$ cat config.mk
export PLATFORM = sky130hd
export DESIGN_NAME = bavs_bank
export DESIGN_NICKNAME = d
export VERILOG_FILES = /design/src/pkg/bavs_pkg.sv /design/src/logic/bavs_axil.sv /design/src/logic/bavs_conv_map.sv /design/src/logic/bavs_bank.sv
export SDC_FILE = /design/constraint.sdc
export NUM_CORES = 1
export LEC_CHECK = 0
export BUFFER_PORTS_ARGS = -buffer_cell sky130_fd_sc_hd__buf_2
export CAP_MARGIN = 20
export CORE_UTILIZATION = 48
export DETAILED_ROUTE_END_ITERATION = 10
export GPL_ROUTABILITY_DRIVEN = 0
export PLACE_DENSITY = 0.78
export SYNTH_ARGS = -nofsm -noshare
export SYNTH_HDL_FRONTEND = slang
export SYNTH_SLANG_ARGS = --single-unit
$ cat constraint.sdc
create_clock -name sys_clk -period 2.8 [get_ports sys_clk]
set_input_delay 0 -clock sys_clk [delete_from_list [all_inputs] [get_ports sys_clk]]
set_output_delay 0 -clock sys_clk [all_outputs]
set_load 0.02 [all_outputs]
$ cat src/pkg/bavs_pkg.sv
// package for the buck alternate-setting register bank
package bavs_pkg;
    // printed offsets are not all multiples of four: they are register indices
    localparam logic [7:0] core2_alt_voltage_idx = 8'hb4;
    localparam logic [7:0] core1_alt_voltage_idx = 8'hb5;
    localparam logic [7:0] processor_alt_voltage_idx = 8'hb6;
    localparam logic [7:0] memory_alt_voltage_idx = 8'hb7;
    localparam logic [7:0] io_alt_voltage_idx = 8'hb8;
    localparam int num_conv = 5;
    localparam int sleep_bit = 7;
    localparam int code_msb = 6;
    localparam logic [7:0] alt_reset = 8'h00;
    // output voltage in millivolts: base at code zero plus step per code
    localparam logic [11:0] core_base_mv = 12'h12c;
    localparam logic [11:0] core_step_mv = 12'h00a;
    localparam logic [11:0] proc_base_mv = 12'h212;
    localparam logic [11:0] proc_step_mv = 12'h00a;
    localparam logic [11:0] mem_base_mv = 12'h320;
    localparam logic [11:0] mem_step_mv = 12'h014;
    localparam logic [11:0] io_base_mv = 12'h320;
    localparam logic [11:0] io_step_mv = 12'h014;
    localparam logic [1:0] resp_okay = 2'h0;
    localparam logic [1:0] resp_slverr = 2'h2;

    typedef struct packed {
        logic sleep_select;
        logic [6:0] voltage_code;
    } bavs_alt_t;

    typedef struct packed {
        logic sleep;
        logic [11:0] target_mv;
    } bavs_conv_t;
endpackage : bavs_pkg

$ cat src/logic/bavs_axil.sv
// axi4-lite slave front end giving one-cycle register write and read strobes
`timescale 1ns/1ps
module bavs_axil (
    input wire logic sys_clk, // register clock
    input wire logic rst_b, // async reset, active low
    input wire logic [31:0] s_axi_awaddr, // write address
    input wire logic s_axi_awvalid, // write address valid
    output logic s_axi_awready, // write address ready
    input wire logic [31:0] s_axi_wdata, // write data
    input wire logic [3:0] s_axi_wstrb, // write byte strobes
    input wire logic s_axi_wvalid, // write data valid
    output logic s_axi_wready, // write data ready
    output logic [1:0] s_axi_bresp, // write response
    output logic s_axi_bvalid, // write response valid
    input wire logic s_axi_bready, // write response ready
    input wire logic [31:0] s_axi_araddr, // read address
    input wire logic s_axi_arvalid, // read address valid
    output logic s_axi_arready, // read address ready
    output logic [31:0] s_axi_rdata, // read data
    output logic [1:0] s_axi_rresp, // read response
    output logic s_axi_rvalid, // read data valid
    input wire logic s_axi_rready, // read data ready
    output logic wr_stb, // one-cycle write strobe
    output logic [31:0] wr_addr, // write byte address
    output logic [7:0] wr_byte, // write data lane 0
    output logic wr_lane0, // lane 0 enabled
    input wire logic wr_ok, // write address mapped
    output logic rd_stb, // one-cycle read strobe
    output logic [31:0] rd_addr, // read byte address
    input wire logic [7:0] rd_byte, // read data
    input wire logic rd_ok // read address mapped
);
    typedef struct packed {
        logic aw_held;
        logic w_held;
        logic [31:0] awaddr;
        logic [31:0] wdata;
        logic [3:0] wstrb;
        logic bvalid;
        logic [1:0] bresp;
        logic rvalid;
        logic [1:0] rresp;
        logic [31:0] rdata;
    } bavs_axil_state_t;

    bavs_axil_state_t st;
    bavs_axil_state_t next_st;
    logic do_wr;

    // address and data are accepted in either order; the write fires once both are held
    assign s_axi_awready = !st.aw_held && !st.bvalid;
    assign s_axi_wready = !st.w_held && !st.bvalid;
    assign s_axi_arready = !st.rvalid;
    assign do_wr = st.aw_held && st.w_held && !st.bvalid;
    assign wr_stb = do_wr;
    assign wr_addr = st.awaddr;
    assign wr_byte = st.wdata[7:0];
    assign wr_lane0 = st.wstrb[0];
    assign rd_stb = s_axi_arvalid && s_axi_arready;
    assign rd_addr = s_axi_araddr;
    assign s_axi_bvalid = st.bvalid;
    assign s_axi_bresp = st.bresp;
    assign s_axi_rvalid = st.rvalid;
    assign s_axi_rresp = st.rresp;
    assign s_axi_rdata = st.rdata;

    always_comb begin
        next_st = st;
        if (s_axi_awvalid && s_axi_awready) begin
            next_st.aw_held = 1'b1;
            next_st.awaddr = s_axi_awaddr;
        end
        if (s_axi_wvalid && s_axi_wready) begin
            next_st.w_held = 1'b1;
            next_st.wdata = s_axi_wdata;
            next_st.wstrb = s_axi_wstrb;
        end
        if (do_wr) begin
            next_st.aw_held = 1'b0;
            next_st.w_held = 1'b0;
            next_st.bvalid = 1'b1;
            next_st.bresp = wr_ok ? bavs_pkg::resp_okay : bavs_pkg::resp_slverr;
        end else if (st.bvalid && s_axi_bready) begin
            next_st.bvalid = 1'b0;
        end
        if (rd_stb) begin
            next_st.rvalid = 1'b1;
            next_st.rresp = rd_ok ? bavs_pkg::resp_okay : bavs_pkg::resp_slverr;
            next_st.rdata = {24'h000000, rd_byte};
        end else if (st.rvalid && s_axi_rready) begin
            next_st.rvalid = 1'b0;
        end
    end

    always_ff @(posedge sys_clk or negedge rst_b) begin
        if (!rst_b) begin
            st <= '0;
        end else begin
            st <= next_st;
        end
    end
endmodule : bavs_axil

$ cat src/logic/bavs_conv_map.sv
// maps one alternate setting to the converter's sleep choice and target voltage
`timescale 1ns/1ps
module bavs_conv_map (
    input wire logic sys_clk, // register clock
    input wire logic rst_b, // async reset, active low
    input wire logic [11:0] base_mv, // voltage at code zero
    input wire logic [11:0] step_mv, // voltage per code step
    input wire bavs_pkg::bavs_alt_t alt, // stored alternate setting
    output bavs_pkg::bavs_conv_t conv // registered mode and target
);
    bavs_pkg::bavs_conv_t next_conv;

    function automatic logic [11:0] code_to_mv(input logic [11:0] base, input logic [11:0] step,
                                               input logic [6:0] code);
        logic [18:0] prod;
        prod = step * code;
        code_to_mv = base + prod[11:0];
    endfunction : code_to_mv

    always_comb begin
        next_conv.sleep = alt.sleep_select;
        next_conv.target_mv = code_to_mv(base_mv, step_mv, alt.voltage_code);
    end

    always_ff @(posedge sys_clk or negedge rst_b) begin
        if (!rst_b) begin
            conv <= '0;
        end else begin
            conv <= next_conv;
        end
    end
endmodule : bavs_conv_map

$ cat src/logic/bavs_bank.sv
// alternate-setting register bank for five step-down converters over axi4-lite
`timescale 1ns/1ps
module bavs_bank (
    input wire logic sys_clk, // register clock, 25 MHz
    input wire logic rst_b, // async reset, active low
    input wire logic [31:0] s_axi_awaddr, // write address
    input wire logic s_axi_awvalid, // write address valid
    output logic s_axi_awready, // write address ready
    input wire logic [31:0] s_axi_wdata, // write data
    input wire logic [3:0] s_axi_wstrb, // write byte strobes
    input wire logic s_axi_wvalid, // write data valid
    output logic s_axi_wready, // write data ready
    output logic [1:0] s_axi_bresp, // write response
    output logic s_axi_bvalid, // write response valid
    input wire logic s_axi_bready, // write response ready
    input wire logic [31:0] s_axi_araddr, // read address
    input wire logic s_axi_arvalid, // read address valid
    output logic s_axi_arready, // read address ready
    output logic [31:0] s_axi_rdata, // read data
    output logic [1:0] s_axi_rresp, // read response
    output logic s_axi_rvalid, // read data valid
    input wire logic s_axi_rready, // read data ready
    output bavs_pkg::bavs_conv_t second_core_converter, // sleep and target mV
    output bavs_pkg::bavs_conv_t first_core_converter, // sleep and target mV
    output bavs_pkg::bavs_conv_t processor_converter, // sleep and target mV
    output bavs_pkg::bavs_conv_t memory_converter, // sleep and target mV
    output bavs_pkg::bavs_conv_t io_converter // sleep and target mV
);
    typedef struct packed {
        bavs_pkg::bavs_alt_t [bavs_pkg::num_conv-1:0] alt;
    } bavs_bank_state_t;

    bavs_bank_state_t st;
    bavs_bank_state_t next_st;
    logic wr_stb;
    logic [31:0] wr_addr;
    logic [7:0] wr_byte;
    logic wr_lane0;
    logic wr_ok;
    logic rd_stb;
    logic [31:0] rd_addr;
    logic [7:0] rd_byte;
    logic rd_ok;
    logic [2:0] wr_slot;
    logic [2:0] rd_slot;
    logic [3:0] wr_dec;
    logic [3:0] rd_dec;

    // byte address is four times the register index; slot 0 is the second core register
    function automatic logic [3:0] decode(input logic [31:0] addr);
        logic [31:0] idx;
        idx = addr >> 2;
        if (addr[1:0] != 2'h0 || addr[31:10] != 22'h000000) begin
            decode = 4'h8;
        end else if (idx[7:0] >= bavs_pkg::core2_alt_voltage_idx &&
                     idx[7:0] <= bavs_pkg::io_alt_voltage_idx) begin
            decode = {1'b0, 3'(idx[7:0] - bavs_pkg::core2_alt_voltage_idx)};
        end else begin
            decode = 4'h8;
        end
    endfunction : decode

    // bit 3 of the decode flags an unmapped or unaligned address
    assign wr_dec = decode(wr_addr);
    assign rd_dec = decode(rd_addr);
    assign wr_ok = ~wr_dec[3];
    assign wr_slot = wr_dec[2:0];
    assign rd_ok = ~rd_dec[3];
    assign rd_slot = rd_dec[2:0];
    assign rd_byte = rd_ok ? st.alt[rd_slot] : 8'h00;

    bavs_axil u_axil (
        .sys_clk(sys_clk),
        .rst_b(rst_b),
        .s_axi_awaddr(s_axi_awaddr),
        .s_axi_awvalid(s_axi_awvalid),
        .s_axi_awready(s_axi_awready),
        .s_axi_wdata(s_axi_wdata),
        .s_axi_wstrb(s_axi_wstrb),
        .s_axi_wvalid(s_axi_wvalid),
        .s_axi_wready(s_axi_wready),
        .s_axi_bresp(s_axi_bresp),
        .s_axi_bvalid(s_axi_bvalid),
        .s_axi_bready(s_axi_bready),
        .s_axi_araddr(s_axi_araddr),
        .s_axi_arvalid(s_axi_arvalid),
        .s_axi_arready(s_axi_arready),
        .s_axi_rdata(s_axi_rdata),
        .s_axi_rresp(s_axi_rresp),
        .s_axi_rvalid(s_axi_rvalid),
        .s_axi_rready(s_axi_rready),
        .wr_stb(wr_stb),
        .wr_addr(wr_addr),
        .wr_byte(wr_byte),
        .wr_lane0(wr_lane0),
        .wr_ok(wr_ok),
        .rd_stb(rd_stb),
        .rd_addr(rd_addr),
        .rd_byte(rd_byte),
        .rd_ok(rd_ok)
    );

    // reads have no side effect; only a mapped write with lane 0 enabled changes state
    always_comb begin
        next_st = st;
        if (wr_stb && wr_ok && wr_lane0) begin
            next_st.alt[wr_slot] = wr_byte;
        end
    end

    always_ff @(posedge sys_clk or negedge rst_b) begin
        if (!rst_b) begin
            st <= {bavs_pkg::num_conv{bavs_pkg::alt_reset}};
        end else begin
            st <= next_st;
        end
    end

    // sleep bit passes straight through as the mode choice; code scales linearly
    bavs_conv_map u_core2 (
        .sys_clk(sys_clk),
        .rst_b(rst_b),
        .base_mv(bavs_pkg::core_base_mv),
        .step_mv(bavs_pkg::core_step_mv),
        .alt(st.alt[0]),
        .conv(second_core_converter)
    );

    bavs_conv_map u_core1 (
        .sys_clk(sys_clk),
        .rst_b(rst_b),
        .base_mv(bavs_pkg::core_base_mv),
        .step_mv(bavs_pkg::core_step_mv),
        .alt(st.alt[1]),
        .conv(first_core_converter)
    );

    bavs_conv_map u_proc (
        .sys_clk(sys_clk),
        .rst_b(rst_b),
        .base_mv(bavs_pkg::proc_base_mv),
        .step_mv(bavs_pkg::proc_step_mv),
        .alt(st.alt[2]),
        .conv(processor_converter)
    );

    bavs_conv_map u_mem (
        .sys_clk(sys_clk),
        .rst_b(rst_b),
        .base_mv(bavs_pkg::mem_base_mv),
        .step_mv(bavs_pkg::mem_step_mv),
        .alt(st.alt[3]),
        .conv(memory_converter)
    );

    bavs_conv_map u_io (
        .sys_clk(sys_clk),
        .rst_b(rst_b),
        .base_mv(bavs_pkg::io_base_mv),
        .step_mv(bavs_pkg::io_step_mv),
        .alt(st.alt[4]),
        .conv(io_converter)
    );
endmodule : bavs_bank

## Word-level counts from Yosys, hierarchy flattened

Index checks and enable logic that the tools add are counted.

| word-level totals | value |
|---|---|
| bits in registers | 162 |
| logic and storage cells | 97 |
| output and inout bits | 106 |

| cells by class | value |
|---|---|
| reductions and logical operators | 28 |
| $mul | 5 |
| mux-type cells | 19 |
| bitwise operators | 1 |
| add/subtract/negate cells | 7 |
| order comparisons | 7 |

Operators with widths:

| cell | number |
|---|---|
| $mul 3x7->10 const A | 5 |
| $reduce_bool 22->1 | 2 |
| $bwmux 40 | 1 |
| $add 10x12->12 const A | 3 |
| $add 9x12->12 const A | 2 |
| $bmux 8 s3 | 1 |
| $demux 8 s3 | 1 |
| $mux 8 | 3 |
| $ge 8x8->1 const B | 2 |
| $le 8x8->1 const B | 2 |
| $mux 4 | 4 |
| $logic_and 1x1->1 | 14 |
| $reduce_bool 2->1 | 6 |
| $lt 3x4->1 const B | 2 |
| $mux 1 | 6 |
| $mux 2 | 3 |
| $sub 3x3->3 const B | 2 |
| $logic_not 1->1 | 4 |
| $ge 3x1->1 const B | 1 |
| $logic_or 1x1->1 | 2 |
| $not 1->1 | 1 |

## Logic depth before layout (Yosys ltp)

| logic depth | value |
|---|---|
| depth in word-level cells | 9 |
| mapped depth | 10 |
| depth with buffers taken out | 10 |

## Hierarchy

Synthesis repeated with hierarchy kept, for this count alone.

| unflattened totals | value |
|---|---|
| cell total of the unflattened synthesis | 1,645 |
| area, all modules | 16,620.9 um^2 |

Modules (own cells, without submodules):

| module | cells each | instances | area an instance (um^2) |
|---|---|---|---|
| bavs_axil | 238 | 1 | 2,924.1 |
| bavs_conv_map (u_core1) | 256 | 1 | 2,338.5 |
| bavs_conv_map (u_core2) | 256 | 1 | 2,337.2 |
| bavs_conv_map (u_mem) | 249 | 1 | 2,322.2 |
| bavs_conv_map (u_io) | 249 | 1 | 2,316.0 |
| bavs_conv_map (u_proc) | 249 | 1 | 2,312.2 |
| bavs_bank | 148 | 1 | 2,070.7 |

## Worst setup path before layout

Ideal clock, no wire load.

| path | value |
|---|---|
| kind | register to register |
| start point | register st[17] (netlist name) |
| end point | register u_proc.conv[9] (netlist name) |
| path buffers | 0 |
| clock period less this slack | 2,736 ps |
| cell stages (with the launch flop) | 10 |
| library setup time | 127 ps |
| data arrival time | 2,609 ps |
| data required time | 2,673 ps |
| setup slack | 64 ps |
| path through | dfrtp_1 > ha_1 > ha_1 > fa_1 > a21oi_1 > o21bai_4 > xor2_1 > or4b_1 > xor2_1 > xnor2_1 |

RTL lines:

| element | line | RTL |
|---|---|---|
| start, declared | bavs_bank.sv:33 | `bavs_bank_state_t st;` |
| start signal, assigned | bavs_bank.sv:113 | `st <= {bavs_pkg::num_conv{bavs_pkg::alt_reset}};` |
| start signal, assigned | bavs_bank.sv:115 | `st <= next_st;` |
| end signal, assigned | bavs_conv_map.sv:29 | `conv <= next_conv;` |
| end, declared | bavs_conv_map.sv:9 | `output bavs_pkg::bavs_conv_t conv` |

==> impl_metrics.env <==
export IMPL_dieArea_um2=17700
export IMPL_synth_ff_type="dfrtp_1"
export IMPL_endpoint_kind="register"
export IMPL_leakage_nw=5.18
export IMPL_totalWireLength_um=18400
export IMPL_critPathRequiredTime_ps=3110
export IMPL_synth_avg_cell_area_um2=11.9
export IMPL_seq_area_um2=3830
export IMPL_drt_iter0_markers=250
export IMPL_cp_arrival_ps=3020
export IMPL_fp_dieW_um=133
export IMPL_cp_start_kind="register"
export IMPL_rr_worst_depth=8
export IMPL_core_area_um2=16700
export IMPL_final_setup_tns_ps=0
export IMPL_finalCritPeriodShare=0.969
export IMPL_fmax_mhz=369
export IMPL_worstSkewPairLatency_ps=420
export IMPL_drv_cap=0
export IMPL_min_path_cells=5
export IMPL_rsz0062_at_grt="yes"
export IMPL_synthArstFlopShare=1.00
export IMPL_grt_busiest_layer="met2"
export IMPL_antenna_found_initial=0
export IMPL_clockRootBuffer="clkbuf_16"
export IMPL_final_util=0.614
export IMPL_ys_warn_count=0
export IMPL_area_growth_pct=24.4
export IMPL_cts_num_sinks=153
export IMPL_ioPinCount=213
export IMPL_tightestPinTransition_ps=843
export IMPL_grt_pass1_wl_um=29900
export IMPL_cts_tree="yes"
export IMPL_timing_rr_end="u_core1.conv[10]"
export IMPL_portBuffers=152
export IMPL_grt_max_degree=90
export IMPL_yosysSeqAreaShare=0.465
export IMPL_finalCriticalPeriod_ps=2710
export IMPL_synth_edf_count=0
export IMPL_antenna_left=0
export IMPL_hold_violations=0
export IMPL_cp_max_fo=4
export IMPL_relSlewSlack=0.438
export IMPL_multi_input_area_um2=4030
export IMPL_ir_drop_v=0.000707
export IMPL_hp_start="s_axi_arvalid"
export IMPL_dieHeight_um=133
export IMPL_drc=0
export IMPL_rows=47
export IMPL_synth_seq_cells=153
export IMPL_syn_area_um2=8240
export IMPL_avgRoutedWirePerCell_um=16.1
export IMPL_routed_via_count=5944
export IMPL_status="completed"
export IMPL_htreeDepth=4
export IMPL_synthesis_instances=693
export IMPL_pwr_density_cell_nw_per_um2=599
export IMPL_layout_drive_gt1_share=0.324
export IMPL_placed_area_um2=9140
export IMPL_finalClockSkew_ps=11.2
export IMPL_crit_type="register to register"
export IMPL_clk_pin_slew_worst_paths_ps=60
export IMPL_finalNetCount=1071
export IMPL_setup_viol=0
export IMPL_start_util=0.493
export IMPL_finalPower_w=0.00614
export IMPL_hpwl_um=12800
export IMPL_fillers=1340
export IMPL_timing_rr_start="st[10]"
export IMPL_timing_hold_ws_ps=31.2
export IMPL_gr_usage_met2=0.371
export IMPL_use_met1=0.264
export IMPL_grt_usage=0.218
export IMPL_grt_ovfl_total=0
export IMPL_cts_buffers=17
export IMPL_use_met3=0.0548
export IMPL_min_to="u_axil.s_axi_rdata[0]"
export IMPL_r2r_slack_ps=90
export IMPL_antenna_cells=0
export IMPL_via_per_inst=5.23
export IMPL_grt_pass1_vias=5989
export IMPL_drv_slew=0
export IMPL_yosysUniqueCellTypes=76
export IMPL_postLayoutCellArea_um2=10300
export IMPL_clock_path_buffers=2
export IMPL_firstDrtPassIters=4
export IMPL_hold_class="input port to register"
-- cells by family after synthesis --
family	count (synthesis)	share of synthesized area
muxes	90	0.123
AOI/OAI and AO/OA	124	0.111
xor gates and xnor gates	40	0.0425
buffers and inverters	89	0.0659
and+or+nand+nor	135	0.0961
other	1	0.000455
adders and majority gates	61	0.0969
DFF	153	0.465
-- power breakdown --
| group | switching [W] | leakage [nW] | internal, W |
|---|---|---|---|
| combinational | 0.000413 | 2.94 | 0.000470 |
| clock | 0.000862 | 0.303 | 0.00152 |
| sequential | 0.000335 | 1.94 | 0.00254 |
-- registers in the layout (all words and copies together), names as in the netlist, 2 cells and up --
signal              count
u_mem.conv             11
u_core1.conv           12
u_axil.wr_addr         32
u_axil.st               2
st                     40
u_io.conv              11
u_axil.s_axi_rdata      8
u_axil.wr_byte          8
u_proc.conv            12
u_core2.conv           12
-- critical path, cell delays in order, from the launching register on --
cell and delay (ps):
dfrtp_1 420, ha_1 350, ha_1 300, a211oi_1 400, nor2_1 200, nor3b_2 350, nor2_1 90, a22o_1 240
a221oi_1 250
-- cell type report --
| class | count | area share |
|---|---|---|
| Clock buffer | 25 | 0.0493 |
| Timing Repair Buffer | 222 | 0.137 |
| Multi-Input combinational cell | 485 | 0.393 |
| Sequential cell | 153 | 0.373 |
| Clock inverter | 7 | 0.0110 |
| Tap cell | 220 | 0.0268 |
| Inverter | 25 | 0.00915 |
-- per-layer routing --
layer,vias up,part of all wire
met4,0,0.018
met3,21,0.068
met1,2866,0.41
met5,-,0
li1,2839,-
met2,218,0.51
-- Yosys cell counts, types with 4 or more instances --
cell | number | area share
a211oi_1 | 4 | 0.0036
a21o_1 | 8 | 0.0073
a21oi_1 | 25 | 0.015
a221oi_1 | 4 | 0.0043
a22oi_1 | 6 | 0.0055
a31oi_2 | 4 | 0.0061
and3_1 | 4 | 0.0030
buf_1 | 5 | 0.0023
buf_4 | 44 | 0.040
buf_6 | 5 | 0.0068
clkbuf_1 | 7 | 0.0032
dfrtp_1 | 153 | 0.46
fa_1 | 5 | 0.012
ha_1 | 55 | 0.083
inv_1 | 24 | 0.011
mux2_1 | 30 | 0.041
mux2_2 | 58 | 0.079
nand2_1 | 33 | 0.015
nand2b_1 | 7 | 0.0053
nand3_1 | 10 | 0.0061
nand4_1 | 4 | 0.0030
nor2_1 | 27 | 0.012
nor2b_1 | 10 | 0.0076
nor3_1 | 6 | 0.0036
nor4_1 | 7 | 0.0053
nor4b_1 | 4 | 0.0043
o211ai_1 | 8 | 0.0073
o21a_1 | 6 | 0.0055
o21ai_0 | 22 | 0.013
o21ai_1 | 4 | 0.0024
o21bai_1 | 4 | 0.0036
xnor2_1 | 24 | 0.026
xor2_1 | 16 | 0.017
-- worst max path at each step --
stage	startpoint	to	slack (ps)	cells after the start
final	st[10]	u_core1.conv[10]	90	8
after global routing	st[10]	u_core1.conv[10]	-30	8
after CTS	st[17]	u_proc.conv[9]	40	9
after detailed placement	st[17]	u_proc.conv[9]	80	9
after global placement	st[17]	u_proc.conv[9]	110	9
after floorplan	st[17]	u_proc.conv[9]	60	9
-- stage by stage --
| step | worst slack [ps] | std cells |
|---|---|---|
| CTS | 42.5 | 1137 |
| finish | 86.7 | 1137 |
| global placement | 108 | 1058 |
| floorplan | 64.3 | 727 |
| detailed placement | 76.8 | 1058 |
| global route | -34.0 | 1137 |
-- timing repair --
action                     4_1_cts  5_1_grt
setup endpoints to repair        0        7
resized for setup                0        6
hold buffers                    47        0
hold endpoints to repair       130        0
setup buffers                    0        0
-- cell usage in the layout (no fill, tap or decap), drive strengths merged, types with 24 or more instances in the layout --
master,netlist,routed
inv,25,25
xnor2,24,24
clkbuf,8,25
nor2,27,27
o21ai,26,26
conb,1,35
a21oi,27,27
dlygate4sd3,0,47
dfrtp,153,153
ha,55,55
mux2,88,88
nand2,34,34
buf,56,175
(Power assumes the default switching activity.)
